--- src/lia_params.svh ---
`ifndef LIA_PARAMS_SVH
`define LIA_PARAMS_SVH

// Register word offsets, and eight-word group numbers for the bases, on the plain register port
`define LIA_ID_ADDR 8'h02
`define LIA_TASK_PRIO_ADDR 8'h08
`define LIA_PROC_PRIO_ADDR 8'h0A
`define LIA_END_OF_SERVICE_ADDR 8'h0B
`define LIA_CONFIG_ADDR 8'h0F
`define LIA_IN_SERVICE_BASE 5'h02
`define LIA_TRIGGER_BASE 5'h03
`define LIA_PENDING_BASE 5'h04

// Field positions
`define LIA_CONFIG_BUS_VARIANT 0
`define LIA_CLASS_MSB 7
`define LIA_CLASS_LSB 4

// Reset values
`define LIA_ID_RESET 8'h00
`define LIA_TASK_PRIO_RESET 8'h00
`define LIA_CONFIG_RESET 1'h0

// Interrupt-bus variant queues at most this many per priority class
`define LIA_SLOTS_PER_CLASS 5'h02

`endif

--- src/lia_pkg.sv ---
package lia_pkg;

	typedef enum logic [3:0] {
		LIA_MODE_FIXED,
		LIA_MODE_LOWEST,
		LIA_MODE_SMI,
		LIA_MODE_NMI,
		LIA_MODE_INIT,
		LIA_MODE_INIT_DEASSERT,
		LIA_MODE_STARTUP,
		LIA_MODE_EXTERNAL_LEGACY_REQUEST,
		LIA_MODE_BOOT,
		LIA_MODE_FINAL_BOOT
	} lia_mode_t;

	typedef enum logic [1:0] {
		LIA_ST_IDLE,
		LIA_ST_ARB
	} lia_state_t;

endpackage

--- src/lia_prio_enc.sv ---
`timescale 1ns/100ps
`default_nettype none

// Finds the highest set bit of a 256-bit vector; index 8'h00 when none.
// Highest index is highest priority: class in the upper nibble, rank in
// the lower nibble, so a plain top-down search orders both at once.
module lia_prio_enc (
	input wire logic [255:0] bits,
	output logic any,
	output logic [7:0] index
);

	always_comb begin
		any = 1'b0;
		index = 8'h00;
		for (int i = 0; i < 256; i++) begin
			if (bits[i]) begin
				any = 1'b1;
				index = 8'(i);
			end
		end
	end

endmodule

`default_nettype wire

--- src/lia_accept.sv ---
// Operation
// - Accept a message only when this unit is the addressed destination.
// - System bus: special delivery modes go straight to the core.
// - Interrupt bus: also deassert, boot and final boot messages go direct.
// - System bus: other accepted interrupts set their pending bit.
// - Interrupt bus: queue fixed interrupt in a free slot, else retry.
// - Interrupt bus: lowest-priority messages arbitrate before acceptance.
// - Dispatch queued interrupts one at a time by priority and gating.
// - End-of-service write retires in-service entry; level sends message.
// - Priority class is vector divided by sixteen.
// - Within a class a larger vector ranks higher.
// - Task priority is software readable and writable.
// - Only interrupts above the task priority are delivered.
// - Task priority feeds the arbitration priority.
// - Processor priority is read-only and gates dispatch.
// - Processor priority is task priority or top in-service class.
// - Top in-service vector is highest set bit, else zero.
// - Core ready: move top pending bit to in-service and dispatch.
// - End-of-service clears top in-service bit, then next dispatches.
//
// Chosen here: the address-and-strobe port and the address map.
`timescale 1ns/100ps
`default_nettype none
`include "lia_params.svh"

module lia_accept (
	input wire logic clk,
	input wire logic rst_b,
	input wire logic [7:0] reg_addr,
	input wire logic [31:0] reg_wdata,
	input wire logic reg_wr,
	input wire logic reg_rd,
	output logic [31:0] reg_rdata,
	input wire logic msg_valid,
	output logic msg_ready,
	input wire logic [7:0] msg_dest,
	input wire logic msg_broadcast,
	input wire lia_pkg::lia_mode_t msg_mode,
	input wire logic [7:0] msg_vector,
	input wire logic msg_level,
	output logic arb_req,
	output logic [7:0] arb_prio,
	input wire logic arb_won,
	input wire logic arb_lost,
	output logic retry_valid,
	output logic [7:0] retry_vector,
	output logic core_special_valid,
	output lia_pkg::lia_mode_t core_special_mode,
	output logic [7:0] core_special_vector,
	input wire logic core_ready,
	output logic core_int_valid,
	output logic [7:0] core_int_vector,
	output logic eos_msg_valid,
	output logic [7:0] eos_msg_vector
);

	////////////////////////////////////////////////////////////////////
	// State

	lia_pkg::lia_state_t state;
	lia_pkg::lia_state_t next_state;
	logic [255:0] pending_request_bits;
	logic [255:0] in_service_bits;
	logic [255:0] trigger_bits;
	logic [255:0] next_pending;
	logic [255:0] next_in_service;
	logic [255:0] next_trigger;
	logic [7:0] task_priority_value;
	logic [7:0] own_id;
	logic bus_variant;
	logic [7:0] held_vector;
	logic held_level;

	////////////////////////////////////////////////////////////////////
	// Register decode

	wire logic wr_id = reg_wr && reg_addr == `LIA_ID_ADDR;
	wire logic wr_task = reg_wr && reg_addr == `LIA_TASK_PRIO_ADDR;
	wire logic wr_config = reg_wr && reg_addr == `LIA_CONFIG_ADDR;
	wire logic end_of_service_write = reg_wr &&
		reg_addr == `LIA_END_OF_SERVICE_ADDR;
	wire logic [4:0] rd_group = reg_addr[7:3];
	wire logic [2:0] rd_word = reg_addr[2:0];

	////////////////////////////////////////////////////////////////////
	// Priority search

	logic pend_any;
	logic [7:0] pend_top;
	logic isv_any;
	logic [7:0] top_in_service_vector;

	lia_prio_enc u_pend_enc (
		.bits(pending_request_bits),
		.any(pend_any),
		.index(pend_top)
	);

	// Encoder yields 8'h00 when nothing is in service
	lia_prio_enc u_isv_enc (
		.bits(in_service_bits),
		.any(isv_any),
		.index(top_in_service_vector)
	);

	wire logic [3:0] task_class =
		task_priority_value[`LIA_CLASS_MSB:`LIA_CLASS_LSB];
	wire logic [3:0] isv_class =
		top_in_service_vector[`LIA_CLASS_MSB:`LIA_CLASS_LSB];
	wire logic [3:0] pend_class =
		pend_top[`LIA_CLASS_MSB:`LIA_CLASS_LSB];
	wire logic task_wins = task_class >= isv_class;

	// Processor priority is pure logic so it can never go stale
	wire logic [7:0] processor_priority_value = task_wins ?
		task_priority_value : {isv_class, 4'h0};

	////////////////////////////////////////////////////////////////////
	// Arbitration priority for lowest-priority delivery

	wire logic [3:0] pend_top_class = pend_any ? pend_class : 4'h0;
	wire logic [3:0] masked_isv = task_class & isv_class;
	wire logic [3:0] arb_class = masked_isv > pend_top_class ?
		masked_isv : pend_top_class;

	assign arb_prio = task_class >= pend_top_class ?
		task_priority_value : {arb_class, 4'h0};
	assign arb_req = state == lia_pkg::LIA_ST_ARB;

	////////////////////////////////////////////////////////////////////
	// Message classification

	wire logic is_dest = msg_broadcast || msg_dest == own_id;
	wire logic take = msg_valid && msg_ready;
	wire logic accept = take && is_dest;

	wire logic sys_direct = msg_mode == lia_pkg::LIA_MODE_NMI ||
		msg_mode == lia_pkg::LIA_MODE_SMI ||
		msg_mode == lia_pkg::LIA_MODE_INIT ||
		msg_mode == lia_pkg::LIA_MODE_EXTERNAL_LEGACY_REQUEST ||
		msg_mode == lia_pkg::LIA_MODE_STARTUP;
	wire logic ibus_direct = msg_mode == lia_pkg::LIA_MODE_INIT_DEASSERT ||
		msg_mode == lia_pkg::LIA_MODE_BOOT ||
		msg_mode == lia_pkg::LIA_MODE_FINAL_BOOT;
	wire logic is_direct = sys_direct ||
		(bus_variant && ibus_direct);
	wire logic need_arb = bus_variant &&
		msg_mode == lia_pkg::LIA_MODE_LOWEST;

	wire logic direct_go = accept && is_direct;
	wire logic arb_start = accept && !is_direct && need_arb;
	wire logic plain_enq = accept && !is_direct && !need_arb;
	wire logic arb_enq = arb_req && arb_won;

	////////////////////////////////////////////////////////////////////
	// Enqueue path

	wire logic enq_valid = plain_enq || arb_enq;
	wire logic [7:0] enq_vector = arb_req ? held_vector : msg_vector;
	wire logic enq_level = arb_req ? held_level : msg_level;
	wire logic [3:0] enq_class = enq_vector[`LIA_CLASS_MSB:`LIA_CLASS_LSB];
	wire logic [15:0] class_pend =
		pending_request_bits[{enq_class, 4'h0} +: 16];
	wire logic [15:0] class_isv = in_service_bits[{enq_class, 4'h0} +: 16];
	wire logic [4:0] class_used =
		5'($countones(class_pend)) + 5'($countones(class_isv));

	// System bus collapses repeats into the one pending bit
	wire logic slot_free = !bus_variant ||
		class_used < `LIA_SLOTS_PER_CLASS;
	wire logic enq_set = enq_valid && slot_free;
	wire logic enq_retry = enq_valid && !slot_free;

	////////////////////////////////////////////////////////////////////
	// Dispatch and retirement

	// Class gate against processor priority also covers the task gate,
	// since processor priority never falls below task priority
	wire logic dispatch_ok = pend_any &&
		pend_class > processor_priority_value[7:4];
	wire logic dispatch = core_ready && dispatch_ok;
	wire logic retire = end_of_service_write && isv_any;

	wire logic [255:0] enq_mask = enq_set ?
		256'h1 << enq_vector : 256'h0;
	wire logic [255:0] disp_mask = dispatch ?
		256'h1 << pend_top : 256'h0;
	wire logic [255:0] ret_mask = retire ?
		256'h1 << top_in_service_vector : 256'h0;

	// New arrival wins over the dispatch clear of the same vector
	assign next_pending = (pending_request_bits & ~disp_mask) |
		enq_mask;
	assign next_in_service = (in_service_bits & ~ret_mask) |
		disp_mask;
	assign next_trigger = enq_set ?
		(trigger_bits & ~enq_mask) | (enq_level ? enq_mask : 256'h0) :
		trigger_bits;

	////////////////////////////////////////////////////////////////////
	// Sequencing

	assign msg_ready = state == lia_pkg::LIA_ST_IDLE;

	always_comb begin
		next_state = state;
		unique case (state)
			lia_pkg::LIA_ST_IDLE: begin
				if (arb_start) begin
					next_state = lia_pkg::LIA_ST_ARB;
				end
			end
			lia_pkg::LIA_ST_ARB: begin
				// A loss drops the message; the winner takes it
				if (arb_won || arb_lost) begin
					next_state = lia_pkg::LIA_ST_IDLE;
				end
			end
			default: begin
				next_state = lia_pkg::LIA_ST_IDLE;
			end
		endcase
	end

	always_ff @(posedge clk or negedge rst_b) begin
		if (!rst_b) begin
			state <= lia_pkg::LIA_ST_IDLE;
			held_vector <= 8'h00;
			held_level <= 1'b0;
		end else begin
			state <= next_state;
			if (arb_start) begin
				held_vector <= msg_vector;
				held_level <= msg_level;
			end
		end
	end

	////////////////////////////////////////////////////////////////////
	// Queues

	always_ff @(posedge clk or negedge rst_b) begin
		if (!rst_b) begin
			pending_request_bits <= 256'h0;
			in_service_bits <= 256'h0;
			trigger_bits <= 256'h0;
		end else begin
			pending_request_bits <= next_pending;
			in_service_bits <= next_in_service;
			trigger_bits <= next_trigger;
		end
	end

	////////////////////////////////////////////////////////////////////
	// Software registers

	always_ff @(posedge clk or negedge rst_b) begin
		if (!rst_b) begin
			task_priority_value <= `LIA_TASK_PRIO_RESET;
			own_id <= `LIA_ID_RESET;
			bus_variant <= `LIA_CONFIG_RESET;
		end else begin
			if (wr_task) begin
				task_priority_value <= reg_wdata[7:0];
			end
			if (wr_id) begin
				own_id <= reg_wdata[7:0];
			end
			if (wr_config) begin
				bus_variant <= reg_wdata[`LIA_CONFIG_BUS_VARIANT];
			end
		end
	end

	////////////////////////////////////////////////////////////////////
	// Read data

	logic [31:0] rd_value;

	always_comb begin
		rd_value = 32'h0;
		unique case (rd_group)
			`LIA_IN_SERVICE_BASE: begin
				rd_value = in_service_bits[{rd_word, 5'h00} +: 32];
			end
			`LIA_TRIGGER_BASE: begin
				rd_value = trigger_bits[{rd_word, 5'h00} +: 32];
			end
			`LIA_PENDING_BASE: begin
				rd_value = pending_request_bits[{rd_word, 5'h00} +: 32];
			end
			default: begin
				unique case (reg_addr)
					`LIA_ID_ADDR: begin
						rd_value = {24'h0, own_id};
					end
					`LIA_TASK_PRIO_ADDR: begin
						rd_value = {24'h0, task_priority_value};
					end
					`LIA_PROC_PRIO_ADDR: begin
						rd_value = {24'h0, processor_priority_value};
					end
					`LIA_CONFIG_ADDR: begin
						rd_value = {31'h0, bus_variant};
					end
					default: begin
						rd_value = 32'h0;
					end
				endcase
			end
		endcase
	end

	always_ff @(posedge clk or negedge rst_b) begin
		if (!rst_b) begin
			reg_rdata <= 32'h0;
		end else begin
			reg_rdata <= reg_rd ? rd_value : 32'h0;
		end
	end

	////////////////////////////////////////////////////////////////////
	// Outgoing pulses

	// Level completion needs the trigger bit of the vector being retired
	wire logic eos_level = retire && trigger_bits[top_in_service_vector];

	always_ff @(posedge clk or negedge rst_b) begin
		if (!rst_b) begin
			core_special_valid <= 1'b0;
			core_special_mode <= lia_pkg::LIA_MODE_FIXED;
			core_special_vector <= 8'h00;
			core_int_valid <= 1'b0;
			core_int_vector <= 8'h00;
			retry_valid <= 1'b0;
			retry_vector <= 8'h00;
			eos_msg_valid <= 1'b0;
			eos_msg_vector <= 8'h00;
		end else begin
			core_special_valid <= direct_go;
			if (direct_go) begin
				core_special_mode <= msg_mode;
				core_special_vector <= msg_vector;
			end
			core_int_valid <= dispatch;
			if (dispatch) begin
				core_int_vector <= pend_top;
			end
			retry_valid <= enq_retry;
			if (enq_retry) begin
				retry_vector <= enq_vector;
			end
			eos_msg_valid <= eos_level;
			if (eos_level) begin
				eos_msg_vector <= top_in_service_vector;
			end
		end
	end

endmodule

`default_nettype wire

--- config.mk ---
export PLATFORM = sky130hd
export DESIGN_NAME = lia_accept
export DESIGN_NICKNAME = d
export VERILOG_FILES = /design/src/lia_pkg.sv /design/src/lia_prio_enc.sv /design/src/lia_accept.sv
export VERILOG_INCLUDE_DIRS = /design/src
export SDC_FILE = /design/constraint.sdc
export NUM_CORES = 2
export LEC_CHECK = 0
export BUFFER_PORTS_ARGS = -buffer_cell sky130_fd_sc_hd__buf_4
export CORE_MARGIN = 5
export CORE_UTILIZATION = 30
export CTS_CLUSTER_SIZE = 20
export DETAILED_ROUTE_END_ITERATION = 10
export MAX_ROUTING_LAYER = met4
export PLACE_DENSITY = 0.51
export SYNTH_ARGS = -nofsm -noshare
export SYNTH_HDL_FRONTEND = slang
export SYNTH_SLANG_ARGS = --single-unit
--- constraint.sdc ---
create_clock -name clk -period 12.7 [get_ports clk]
set_input_delay 2.54 -clock clk [delete_from_list [all_inputs] [get_ports clk]]
set_output_delay 2.54 -clock clk [all_outputs]
set_load 0.05 [all_outputs]
==> results.json <==
{
  "die_area_mm2": 0.187,
  "setup.worst_path.start_class": "input port",
  "power-per-cell-area_mw_per_mm2": 222,
  "rsz0062_at_grt": "no",
  "synth_cell_types": 96,
  "hold_class": "flip-flop to flip-flop",
  "detail-route-antenna-nets": 0,
  "synth_warnings": 0,
  "synthSimpleGateAreaFrac_pct": 18.0,
  "setup_viol": 0,
  "crit_path_frequent_cell": "fa_1",
  "max_cap_violations": 2,
  "cts_resized": 0,
  "slew_headroom_pct": -9.98,
  "outcome": "complete, but fails checks",
  "worst_path_max_delay_cell": "mux2i_4",
  "leakage_nw": 26.2,
  "violations": "max-capacitance violations, max-slew violations",
  "placeableCoreArea_mm2": 0.178,
  "synth_top_cell_area_share_pct": 40.5,
  "wire_per_inst_um": 42.2,
  "ir_drop_uv": 278,
  "area_growth_pct": 15.1,
  "fin_util_pct": 34.7,
  "port_buffers": 127,
  "period_share_pct": 82.8,
  "synth_edf_count": 0,
  "grtUsageTotal_pct": 39.0,
  "ys_top_cells_by_area": "dfrtp_1, o21ai_0, mux4_2, a21oi_1, nor2_1",
  "rrSetupSlack_ns": 3.04,
  "hold_start": "retry_vector[2]",
  "postSynthAreaPerCell_um2": 8.57,
  "cts_buffers": 106,
  "clock_latency_ns": 0.81,
  "dp_hpwl_um": 274000,
  "required_ns": 13.40,
  "crit_start": "msg_vector[4]",
  "synthMuxAreaShare_pct": 8.72,
  "fmax_ghz": 0.0950,
  "path_clk_slew_ns": 0.07,
  "critical_path_class": "input port to flip-flop",
  "drtIter0Drc": 11260,
  "die_h_um": 433,
  "syn_nets": 6373,
  "gr-total-overflow": 0,
  "worst-path-max-fanout": 16,
  "synth_compound_area_share_pct": 26.8,
  "drive_gt1_share_pct": 13.1,
  "htreeDepth": 3,
  "tritoncts": "yes",
  "start_util_pct": 30.1,
  "netlist_area_mm2": 0.0536,
  "via_per_inst": 6.81,
  "yosysSeqAreaShare_pct": 40.5,
  "power.total_mw": 13.7,
  "r2r-start": "state[0]",
  "period_minus_slack_ns": 10.52,
  "antenna_found_initial": 40,
  "root_buffer": "clkbuf_16",
  "pin_count": 152,
  "grt_max_degree": 172,
  "fin_skew_ns": 0.0522,
  "vias": 59488,
  "cts.sinks": 867,
  "drv_slew": 5,
  "fp.dieW_um": 433,
  "ctsLongestPathBuffers": 3,
  "postCtsHoldBufs": 0,
  "synth_top_area_cell": "dfrtp_1",
  "tightest_slew_ns": 1.64,
  "fillers": 18496,
  "synthAdderAreaFrac_pct": 1.50,
  "grt_pass1_vias": 53683,
  "grt_pass1_wl_um": 485000,
  "worstPathArrival_ns": 11.22,
  "worstSetupEndpointType": "flip-flop",
  "cts_setup_buffers": 0,
  "wl_um": 368000,
  "synth_top_family_by_area": "compound AO/OA/AOI/OAI gates",
  "gp_congestion": 1.17,
  "drt-pass1-iter-count": 8,
  "critical-path-max-stage-delay_ns": 0.84,
  "fin_nets": 6383,
  "worstRegToRegCells": 28,
  "drc": 0,
  "dominantRegCellSynth": "dfrtp_1",
  "setup-tns-final_ns": 0,
  "synth_xor_area_share_pct": 0.180,
  "hold_viol_final": 0,
  "fp-row-count": 155,
  "synth_seq_cells": 867,
  "syn_inst": 6253,
  "async_flop_share_pct": 100
}
-- cell families after synthesis --
| family | count (synthesis) |
|---|---|
| AOI/OAI and AO/OA | 2319 |
| xor gates and xnor gates | 11 |
| adders and majority gates | 50 |
| buffers and inverters | 594 |
| DFF | 867 |
| muxes | 297 |
| and+or+nand+nor | 2115 |
-- cell type report --
cell class | count | area (µm²) | share of cell area (%)
multi-input cells | 4792 | 30000 | 48.6
flip-flops and latches | 867 | 21700 | 35.2
clock buffers | 140 | 3010 | 4.88
well taps | 2355 | 2950 | 4.78
repair buffers | 343 | 2720 | 4.41
clock inverters | 56 | 703 | 1.14
inverters | 153 | 574 | 0.931
diodes | 29 | 72.6 | 0.118
-- worst min path at each step --
stage / slack (ns) / depth (start not counted) / to
2_1_floorplan: 0.47 / 2 / flip-flop
3_3_place_gp: 0.47 / 2 / core_int_vector[4]
3_5_place_dp: 0.48 / 2 / retry_vector[2]
4_1_cts: 0.49 / 2 / retry_vector[2]
5_1_grt: 0.52 / 2 / retry_vector[5]
6_report: 0.48 / 2 / retry_vector[2]
-- layer usage --
metal  share of wire [%]  up-vias  GRT usage (%)  routed length (µm)
met5                   0        -              -                   0
met4                 7.6        0           23.1               27800
met3                  16      981           18.3               58200
met2                  38     4742           49.8              141000
met1                  38    30249           49.4              142000
li1                    -    23516              -                   -
-- cell usage in the layout (no fill, tap or decap), types with 36 or more instances in the layout --
| cell | instances |
|---|---|
| mux4_2 | 128 |
| a21oi_1 | 561 |
| a21o_1 | 54 |
| o21ai_0 | 970 |
| nand3_1 | 140 |
| dfrtp_1 | 866 |
| nor3_1 | 138 |
| a31oi_1 | 72 |
| o31ai_1 | 85 |
| nand2_1 | 621 |
| buf_4 | 331 |
| inv_1 | 151 |
| nand4_1 | 39 |
| nor2b_1 | 36 |
| nor4_1 | 206 |
| a221o_1 | 190 |
| mux2_2 | 78 |
| mux2i_1 | 84 |
| nor2_1 | 707 |
| a221oi_1 | 81 |
| clkbuf_16 | 108 |
-- where the power goes --
group,leakage [nW],internal [mW],switching [mW]
sequential,11.9,2.94,0.440
clock,1.82,1.94,1.40
combinational,12.5,1.67,5.34
-- Yosys cell counts, types with 20 or more instances --
library cell,instances
mux2_2,80
nand3_1,142
nand4_1,39
mux2i_1,89
o21ai_0,970
and3_1,34
nand2b_1,36
nor2b_1,36
mux4_2,128
a22o_1,28
a21oi_1,562
fa_1,24
buf_1,32
ha_1,26
or2_2,22
nor3_1,142
inv_1,151
nor4_1,216
o211ai_1,34
a31oi_1,72
dfrtp_1,867
and2_1,20
buf_2,21
or4_1,29
o21a_1,28
o31ai_1,86
clkbuf_1,378
a21o_1,54
nor2_1,715
a221o_1,190
nand2_1,627
or3_1,21
a221oi_1,82
-- critical path: cells and delay by family --
family                   cells  cell delay [ns]
XOR/XNOR                     1             0.13
AND/OR/NAND/NOR              6             1.60
adder cells (fa/ha/maj)      7             3.59
AO/OA/AOI/OAI                6             0.78
multiplexers                 2             1.44
buffers and inverters        7             1.08
-- metrics by stage --
step	worst slack, ns	hold slack [ns]	std cells	instance area (µm²)
final	2.18	0.482	8735	61700
after detailed placement	1.69	0.476	8509	57900
after global placement	1.81	0.467	8509	57900
after floorplan	2.02	0.469	6253	53600
after CTS	2.48	0.490	8705	61600
after global routing	1.95	0.515	8729	61700
Power figures use the tool's default switching activity.
